[src/hw/ahi_regs.vh]
`ifndef AHI_REGS_VH
`define AHI_REGS_VH

`define AHI_ADDR_W          6
`define AHI_DATA_W          24
`define AHI_OFS_UPPER       6'h2B
`define AHI_OFS_LOWER       6'h2C
`define AHI_OFS_TEMPCO      6'h2D
`define AHI_OFS_XTALK       6'h2E
`define AHI_OFS_MODE        6'h30
`define AHI_RST_UPPER       24'h006000
`define AHI_RST_LOWER       24'h000800
`define AHI_RST_TEMPCO      24'h000000
`define AHI_RST_XTALK       24'h8001A0
`define AHI_RST_MODE        24'h000000
`define AHI_THR_MSB         15
`define AHI_THR_LSB         0
`define AHI_SCALE_H_MSB     21
`define AHI_SCALE_H_LSB     19
`define AHI_SCALE_L_MSB     18
`define AHI_SCALE_L_LSB     16
`define AHI_RSVD_MASK       24'h3FFFFF
`define AHI_TC_HI_MSB       23
`define AHI_TC_HI_LSB       12
`define AHI_TC_LO_MSB       11
`define AHI_TC_LO_LSB       0
`define AHI_TAU_MSB         23
`define AHI_TAU_LSB         20
`define AHI_XT_MASK         24'hFFDFFF
`define AHI_MODE_EN_BIT     0
`define AHI_MODE_SEL_BIT    1
`define AHI_MODE_MASK       24'h000003
`define AHI_SETTLE_TAUS     20'h00005

`endif

[src/hw/ahi_scale_dec.v]
`include "ahi_regs.vh"
module ahi_scale_dec (
	input  wire [2:0]  code,
	output reg  [7:0]  current_tenth_ma,
	output reg         invalid
);
	// Tenths of a milliamp per scale code
	always @* begin
		invalid = 1'b0;
		case (code)
			3'h0: current_tenth_ma = 8'h38;
			3'h1: current_tenth_ma = 8'h2A;
			3'h2: current_tenth_ma = 8'h1C;
			3'h3: current_tenth_ma = 8'h0E;
			default: begin
				current_tenth_ma = 8'h00;
				invalid          = 1'b1;
			end
		endcase
	end
endmodule

[src/hw/ahi_top.v]
// Strobed register access is this design's own decision.
`include "ahi_regs.vh"
module ahi_top (
	input  wire        sys_clk,
	input  wire        rstn,
	input  wire [5:0]  reg_addr,
	input  wire [23:0] reg_wdata,
	input  wire        reg_wr,
	input  wire        reg_rd,
	output reg  [23:0] reg_rdata,
	input  wire        frame_done,
	input  wire [15:0] frame_amplitude,
	input  wire        active_channel,
	output reg         high_current_q,
	output reg  [7:0]  channel_current_tenth_ma,
	output reg         scale_invalid,
	output reg  [11:0] phase_temp_coeff,
	output reg         phase_temp_coeff_valid,
	output reg  [19:0] crosstalk_settle_frames
);
	localparam ST_LOW  = 1'b0;
	localparam ST_HIGH = 1'b1;

	reg  [23:0] upper_q;
	reg  [23:0] lower_q;
	reg  [23:0] tempco_q;
	reg  [23:0] xtalk_q;
	reg  [23:0] mode_q;
	reg         cur_d;
	reg  [11:0] coeff_d;
	reg         coeff_valid_d;
	wire        adaptive_current_enable;
	wire        fixed_current_select;
	wire [15:0] upper_amplitude_threshold;
	wire [15:0] lower_amplitude_threshold;
	wire [2:0]  ch0_code;
	wire [2:0]  ch1_code;
	wire [2:0]  sel_code;
	wire [7:0]  dec_ma;
	wire        dec_inv;
	wire [3:0]  crosstalk_filter_tau_exp;
	wire        wr_upper;
	wire        wr_lower;
	wire        wr_tempco;
	wire        wr_xtalk;
	wire        wr_mode;

	// Strobe qualified by one register offset
	function addr_hit;
		input       strobe;
		input [5:0] a;
		input [5:0] ofs;
		begin
			addr_hit = strobe && (a == ofs);
		end
	endfunction

	// Read data of one register offset
	function [23:0] rd_mux;
		input [5:0] a;
		begin
			case (a)
				`AHI_OFS_UPPER:  rd_mux = upper_q;
				`AHI_OFS_LOWER:  rd_mux = lower_q;
				`AHI_OFS_TEMPCO: rd_mux = tempco_q;
				`AHI_OFS_XTALK:  rd_mux = xtalk_q;
				`AHI_OFS_MODE:   rd_mux = mode_q;
				default:         rd_mux = 24'h000000;
			endcase
		end
	endfunction

	// Scale field of one channel for the current setting
	function [2:0] pick_scale;
		input [23:0] r;
		input        hi;
		begin
			if (hi)
				pick_scale = r[`AHI_SCALE_H_MSB:`AHI_SCALE_H_LSB];
			else
				pick_scale = r[`AHI_SCALE_L_MSB:`AHI_SCALE_L_LSB];
		end
	endfunction

	// Five filter time constants, each two to the exponent frames
	function [19:0] settle_frames;
		input [3:0] tau;
		begin
			settle_frames = (20'h00001 << tau) * `AHI_SETTLE_TAUS;
		end
	endfunction

	assign adaptive_current_enable   = mode_q[`AHI_MODE_EN_BIT];
	assign fixed_current_select      = mode_q[`AHI_MODE_SEL_BIT];
	assign upper_amplitude_threshold = upper_q[`AHI_THR_MSB:`AHI_THR_LSB];
	assign lower_amplitude_threshold = lower_q[`AHI_THR_MSB:`AHI_THR_LSB];
	assign crosstalk_filter_tau_exp  = xtalk_q[`AHI_TAU_MSB:`AHI_TAU_LSB];

	// Write strobes decoded per register
	assign wr_upper  = addr_hit(reg_wr, reg_addr, `AHI_OFS_UPPER);
	assign wr_lower  = addr_hit(reg_wr, reg_addr, `AHI_OFS_LOWER);
	assign wr_tempco = addr_hit(reg_wr, reg_addr, `AHI_OFS_TEMPCO);
	assign wr_xtalk  = addr_hit(reg_wr, reg_addr, `AHI_OFS_XTALK);
	assign wr_mode   = addr_hit(reg_wr, reg_addr, `AHI_OFS_MODE);

	// Upper threshold and channel 0 scales; reserved bits kept at zero
	always @(posedge sys_clk or negedge rstn) begin
		if (!rstn)
			upper_q <= `AHI_RST_UPPER;
		else if (wr_upper)
			upper_q <= reg_wdata & `AHI_RSVD_MASK;
	end

	// Lower threshold and channel 1 scales; reserved bits kept at zero
	always @(posedge sys_clk or negedge rstn) begin
		if (!rstn)
			lower_q <= `AHI_RST_LOWER;
		else if (wr_lower)
			lower_q <= reg_wdata & `AHI_RSVD_MASK;
	end

	// Phase temperature coefficients of both channels
	always @(posedge sys_clk or negedge rstn) begin
		if (!rstn)
			tempco_q <= `AHI_RST_TEMPCO;
		else if (wr_tempco)
			tempco_q <= reg_wdata;
	end

	// Crosstalk control; bit 13 kept at zero
	always @(posedge sys_clk or negedge rstn) begin
		if (!rstn)
			xtalk_q <= `AHI_RST_XTALK;
		else if (wr_xtalk)
			xtalk_q <= reg_wdata & `AHI_XT_MASK;
	end

	// Adaptive enable and fixed current select
	always @(posedge sys_clk or negedge rstn) begin
		if (!rstn)
			mode_q <= `AHI_RST_MODE;
		else if (wr_mode)
			mode_q <= reg_wdata & `AHI_MODE_MASK;
	end

	// Read data one cycle after the strobe, zero otherwise
	always @(posedge sys_clk or negedge rstn) begin
		if (!rstn)
			reg_rdata <= 24'h000000;
		else if (reg_rd)
			reg_rdata <= rd_mux(reg_addr);
		else
			reg_rdata <= 24'h000000;
	end

	// Current setting state, updated only on a completed frame
	always @* begin
		cur_d = high_current_q;
		if (!adaptive_current_enable) begin
			cur_d = fixed_current_select;
		end else if (frame_done) begin
			case (high_current_q)
				ST_HIGH: if (frame_amplitude > upper_amplitude_threshold) cur_d = ST_LOW;
				ST_LOW:  if (frame_amplitude < lower_amplitude_threshold) cur_d = ST_HIGH;
				default: cur_d = ST_LOW;
			endcase
		end
	end

	// Fixed select also takes effect at a frame boundary
	always @(posedge sys_clk or negedge rstn) begin
		if (!rstn)
			high_current_q <= ST_LOW;
		else if (frame_done)
			high_current_q <= cur_d;
	end

	// Scale code of the active channel
	assign ch0_code = pick_scale(upper_q, high_current_q);
	assign ch1_code = pick_scale(lower_q, high_current_q);
	assign sel_code = active_channel ? ch1_code : ch0_code;

	ahi_scale_dec u_dec (
		.code             (sel_code),
		.current_tenth_ma (dec_ma),
		.invalid          (dec_inv)
	);

	// Coefficient of the active channel and setting; other pairs carry none
	always @* begin
		coeff_d       = 12'h000;
		coeff_valid_d = 1'b0;
		if (active_channel && !high_current_q) begin
			coeff_d       = tempco_q[`AHI_TC_HI_MSB:`AHI_TC_HI_LSB];
			coeff_valid_d = 1'b1;
		end else if (!active_channel && high_current_q) begin
			coeff_d       = tempco_q[`AHI_TC_LO_MSB:`AHI_TC_LO_LSB];
			coeff_valid_d = 1'b1;
		end
	end

	// Scale current toward the driver
	always @(posedge sys_clk or negedge rstn) begin
		if (!rstn) begin
			channel_current_tenth_ma <= 8'h00;
			scale_invalid            <= 1'b0;
		end else begin
			channel_current_tenth_ma <= dec_ma;
			scale_invalid            <= dec_inv;
		end
	end

	// Coefficient toward the phase correction path
	always @(posedge sys_clk or negedge rstn) begin
		if (!rstn) begin
			phase_temp_coeff       <= 12'h000;
			phase_temp_coeff_valid <= 1'b0;
		end else begin
			phase_temp_coeff       <= coeff_d;
			phase_temp_coeff_valid <= coeff_valid_d;
		end
	end

	// Settling time of the crosstalk filter
	always @(posedge sys_clk or negedge rstn) begin
		if (!rstn)
			crosstalk_settle_frames <= 20'h00000;
		else
			crosstalk_settle_frames <= settle_frames(crosstalk_filter_tau_exp);
	end
endmodule

[config.mk]
export PLATFORM = sky130hd
export DESIGN_NAME = ahi_top
export DESIGN_NICKNAME = d
export VERILOG_FILES = /design/src/hw/ahi_scale_dec.v /design/src/hw/ahi_top.v
export VERILOG_INCLUDE_DIRS = /design/src /design/src/hw
export SDC_FILE = /design/constraint.sdc
export NUM_CORES = 1
export LEC_CHECK = 0
export ABC_CLOCK_PERIOD_IN_PS = 6200
export BUFFER_PORTS_ARGS = -buffer_cell sky130_fd_sc_hd__buf_2
export CORE_ASPECT_RATIO = 2
export CORE_UTILIZATION = 55
export CTS_BUF_LIST = sky130_fd_sc_hd__clkbuf_8
export CTS_CLUSTER_SIZE = 20
export DETAILED_ROUTE_END_ITERATION = 7
export PLACE_DENSITY = 0.83
export SYNTH_ARGS = -nofsm -noshare
export SYNTH_HDL_FRONTEND = slang
export SYNTH_SLANG_ARGS = --single-unit
[constraint.sdc]
create_clock -name sys_clk -period 6.2 [get_ports sys_clk]
set_clock_uncertainty 0.2 [all_clocks]
set_input_delay 0.93 -clock sys_clk [delete_from_list [all_inputs] [get_ports sys_clk]]
set_output_delay 0.93 -clock sys_clk [all_outputs]
set_load 0.005 [all_outputs]
# After elaboration in Yosys (flattened, before gate mapping)
# Cells that the tools add are included.
[word_totals]
register_bits = 160
latchBits = 0
mem_bits_rw = 0
rom_bits = 0
in_bits = 52
output_inout_bits = 67
wordCells = 51
memories = 0
[op_classes]
n_addsub = 0
multipliers = 1
div = 0
n_lt_le_gt_ge = 2
eq_ne = 8
n_shift = 1
mux = 15
bitwise_logic = 1
reduce_logical = 11
[op_table]
columns = ["operator", "n"]
rows = [
  ["case mux 24 bit (5 select lines)", 1],
  ["equality test 6 bit (second input constant)", 5],
  ["2-to-1 mux 12 bit", 2],
  ["2-to-1 mux 24 bit", 1],
  ["case mux 6 bit (4 select lines)", 1],
  ["multiplier 20 x 3 -> 20 bit (second input constant)", 1],
  ["<< shifter 1 x 4 -> 20 bit (first input constant)", 1],
  ["> comparator 16 bit", 1],
  ["less-than comparator 16 bit", 1],
  ["2-to-1 mux 3 bit", 3],
  ["logical AND 1 bit", 7],
  ["equality test 3 x 2 -> 1 bit (second input constant)", 2],
  ["2-to-1 mux 1 bit", 6],
  ["OR reduction 4 bit", 1],
  ["equality test 3 x 1 -> 1 bit (second input constant)", 1],
  ["logical NOT 3 bit", 1],
  ["logical NOT 1 bit", 2],
  ["case mux 1 bit (2 select lines)", 1],
  ["NOT 1 bit", 1],
]

# Longest topological paths before layout
[logic_depth]
ltp_word = 5
ltp_mapped = 13
mapped_depth_nobuf = 12

# Cells and area by module
# A second synthesis with hierarchy kept.
[unflattened]
cells_unflattened = 650
area_unflattened_um2 = 7694.9
[modules_own_cells]
columns = ["mod", "instances", "cells_per_inst", "area_per_inst_um2", "seq_area_each_um2"]
rows = [
  ["ahi_top", 1, 640, 7641.1, 3987.6],
  ["ahi_scale_dec", 1, 10, 53.8, 0.0],
]

# Worst setup path before layout
# OpenSTA, ideal clock, no wires.
[synth_path]
path_type = "register to register"
start = "reg xtalk_q[23]"
end = "reg crosstalk_settle_frames[15]"
setup_time_ps = 116
arrival_ps = 2804
t_required_ps = 5884
path_slack_ps = 3081
stages_incl_launch_ff = 14
path_buffers = 1
period_less_slack_ps = 3119
path_cell_list = "dfstp_2 -> clkbuf_1 -> inv_1 -> nand2_1 -> nor2_1 -> ha_1 -> ha_1 -> inv_1 -> fa_1 -> nor2b_1 -> o31ai_1 -> a211oi_1 -> nand2b_1 -> o311ai_0"
[synth_via]
elab_chain_len = 2
[synth_rtl]
columns = ["item", "line_no", "source"]
rows = [
  ["start: declaration", "ahi_top.v:27", "reg [23:0] xtalk_q;"],
  ["start signal: assignment", "ahi_top.v:133", "xtalk_q <= `AHI_RST_XTALK;"],
  ["start signal: assignment", "ahi_top.v:135", "xtalk_q <= reg_wdata & `AHI_XT_MASK;"],
  ["<< shifter 1 x 4 -> 20 bit", "ahi_top.v:89", "settle_frames = (20'h00001 << tau) * `AHI_SETTLE_TAUS;"],
  ["multiplier 20 x 3 -> 20 bit (no line)", "-", ""],
  ["end signal: assignment", "ahi_top.v:229", "crosstalk_settle_frames <= settle_frames(crosstalk_filter_tau_exp);"],
  ["end: declaration", "ahi_top.v:19", "output reg [19:0] crosstalk_settle_frames"],
]
# Every way passes these cells.
# A chain may end at the register's enable or synchronous reset.

# Worst setup path after layout
[layout_path]
start = "reg xtalk_q[22]"
end = "reg crosstalk_settle_frames[15]"
# Same word-level chain as after synthesis.

==> summary.txt <==
Global route
  • M3 GR Usage: 5.98%
  • Initial antenna violation count: 0
  • GRT Util Overall: 28.4%
  • Vias in the first global route: 6199
  • Met2 GRT Util: 52.7%
  • Grt met1 use: 28.1%
  • Largest net degree at the start of global routing: 104
  • First-pass GRT wire length: 31000 um
  • GRT Max-Usage Layer: met2
  • Grt ovf: 0

Die
  • Chip Height: 169 um
  • Die area: 14500 um^2
  • I/O pins: 119
  • Core box area: 13600 um^2
  • Initial Util: 56.7%
  • Die X: 85.7 um
  • # rows: 60

Synthesis
  • Cells after Synth: 668
  • Register area share after synthesis: 50.8%
  • Yosys top cell by area: dfrtp_1
  • Post-synth top area share: 48.4%
  • Yosys cell types: 49
  • Synth warn: 0
  • Syn_area_per_cell: 11.5 um^2
  • Synthesized area: 7700 um^2
  • Post-synth EDFFs: 0
  • FF+latch count, synth: 156
  • Post-synth ARST share: 100%
  • Ranking of synthesized cells by area: dfrtp_1 (48%), mux2_2 (14%), ha_1 (8.6%)
  • Predominant post-synthesis flop cell: dfrtp_1

Critical path
  • Critical Path AT: 3650 ps
  • Reg2reg end: crosstalk_settle_frames[15]
  • Crit Reg-Reg Startpoint: xtalk_q[22]
  • CP Max Fanout: 12
  • FF-to-FF setup slack: 2690 ps
  • R2r worst-path depth: 11
  • CP Data Required Time: 6340 ps
  • Worst setup EP type: flip-flop
  • Worst Setup Path Type: flip-flop to flip-flop
  • Startpoint Class: flip-flop

Hold path
  • Worst hold path class: flip-flop to flip-flop
  • Hold depth: 1
  • Hold EP: xtalk_q[3]
  • Hold path start: xtalk_q[3]

Detailed routing
  • Vias after detailed routing: 5958
  • Iteration-0 DRC Markers: 412
  • Post-route DRC: 0
  • Drt pass-1 iters: 5
  • Routed WL: 19600 um
  • Routed len/inst: 20.0 um
  • Routed vias/inst: 6.07
  • Antenna Nets Post-Route: 0

Pwr
  • Pwr per Cell Area: 274 nW/um^2
  • VDD IR max: 0.161 mV
  • Leakage: 0.00442 uW

Cells and area
  • Inserted Diodes: 0
  • Non-Filler Instances: 982
  • FF+latch area: 3910 um^2
  • Most frequent cells in the layout: dfrtp_1 (149), buf_2 (113), mux2_2 (93)
  • Layout cells sized above 1: 32.4%
  • Synth-to-layout area growth: 15.3%
  • Final net count: 889
  • Number of fillers in the final layout: 1007
  • Footprint of the multi-input gates: 3530 um^2
  • Most common cell after layout, fill and taps aside: dfrtp_1

STA
  • Final worst path period need: 3510 ps
  • Unrepaired setup endpoints after global routing: false
  • Final Max Tran Viols: 0
  • Fmax: 285 MHz
  • Final setup viols: 0
  • Max-slew headroom: 13.2%
  • Period utilisation layout: 56.6%
  • Worst Tran Pin Value: 1300 ps
  • Fin. Hold Viols: 0
  • Total negative slack: 0 ps

Clock network
  • Clock Pin Slew Worst Setup and Hold Paths: 80 ps
  • Root buffer cell: clkbuf_8
  • Clock latency on the worst-skew pair: 460 ps
  • CTS Buf Count: 17
  • CTS sink count: 156
  • Max Root-Sink Buffers: 2
  • Htree depth: 4
  • Setup Fix Bufs, Post-CTS: 0
  • Post-CTS sizing: 0
  • CTS tree: done
  • Hold_buf cts: 0

Placement
  • Placed cell count: 950
  • IO Port Bufs: 114
  • Final Wtd Congestion: 0.942
  • Detail Placement HPWL: 14000 um

Run
  • Max Cap Viol: 0

Status
  • Status: finished, final reports clean
## worst max-delay path by stage
| stage | startpoint | endpoint | slack (ps) | cells after the start |
|---|---|---|---|---|
| finish | xtalk_q[22] | crosstalk_settle_frames[15] | 2690 | 11 |
| global route | xtalk_q[22] | crosstalk_settle_frames[15] | 2580 | 11 |
| CTS | xtalk_q[22] | crosstalk_settle_frames[15] | 2750 | 11 |
| detailed placement | reg_addr[4] | lower_q[2] | 2270 | 5 |
| global placement | reg_addr[4] | lower_q[9] | 2350 | 5 |
| floorplan | xtalk_q[23] | crosstalk_settle_frames[15] | 3080 | 13 |
## sequential cells by signal, indices dropped and copies added, names as in the netlist
register,flops
lower_q,22
tempco_q,24
upper_q,22
reg_rdata,24
high_current_q,1
scale_invalid,1
phase_temp_coeff_valid,1
crosstalk_settle_frames,19
xtalk_q,23
phase_temp_coeff,12
channel_current_tenth_ma,5
mode_q,2
## metal layers
metal | vias to the layer above | routed length [um]
met5 | - | 0
met4 | 0 | 1080
met2 | 279 | 11000
met3 | 81 | 965
li1 | 2623 | -
met1 | 2975 | 6560
## power by group
group          leakage, uW  internal, uW  switching (uW)  total [uW]
Sequential         0.00205          1140            95.3        1240
Combinational      0.00216           191             216         407
Clock             0.000216           415             371         786
Total              0.00442          1750             682        2430
## worst max-delay path: stages, from the launching register on
cell and delay, ps:
dfrtp_1 520, nand2b_1 260, nor3_1 270, ha_1 300, ha_1 220, inv_1 80, fa_1 210, nor2b_1 70
o31ai_1 490, a211oi_1 240, nand2b_1 230, o311ai_0 300
## kinds of logic (layout without fill, tap and decap cells)
| group | count (synthesis) | in the layout | share of synthesized area (%) |
|---|---|---|---|
| XOR/XNOR | 11 | 11 | 1.25 |
| AO/OA/AOI/OAI | 145 | 145 | 12.3 |
| flip-flops | 156 | 156 | 50.8 |
| adder cells (fa/ha/maj) | 54 | 54 | 8.87 |
| multiplexers | 96 | 96 | 14.5 |
| AND/OR/NAND/NOR | 123 | 123 | 8.09 |
| other | 1 | 12 | 0.0487 |
| buffers and inverters | 82 | 199 | 4.22 |
## cell usage after synthesis (all sizes together) (2+ instances only)
cell,n
a21o,7
mux2,93
xnor2,7
a211oi,3
nor2b,5
nand4,8
ha,53
nor4,4
inv,48
nand2,43
xor2,4
nor3b,3
nor2,22
and3,9
o211ai,5
o21ai,21
mux4,3
nor3,14
dfstp,7
o311ai,2
dfrtp,149
nand2b,6
clkbuf,24
a22oi,42
buf,10
a31oi,5
nand3,5
o31ai,4
a222oi,3
a21oi,43
## stage by stage
step	cell area, um^2	util, %	hold WS (ps)	worst slack (ps)	power, uW
3_5_place_dp	8470	62.4	296	2270	1660
2_1_floorplan	7750	-	265	3080	1470
5_1_grt	8880	65.4	337	2580	2540
6_report	8880	65.4	310	2690	2430
3_3_place_gp	8470	62.4	288	2350	1620
4_1_cts	8880	65.4	314	2750	2440
## cell type report
class	count	share of cell area, %
Clock buffer	19	2.94
Timing Repair Buffer	119	6.92
Multi-Input combinational cell	441	39.8
Tap cell	186	2.62
Sequential cell	156	44.0
Clock inverter	13	1.68
Inverter	48	2.03
(Power assumes the default switching activity.)
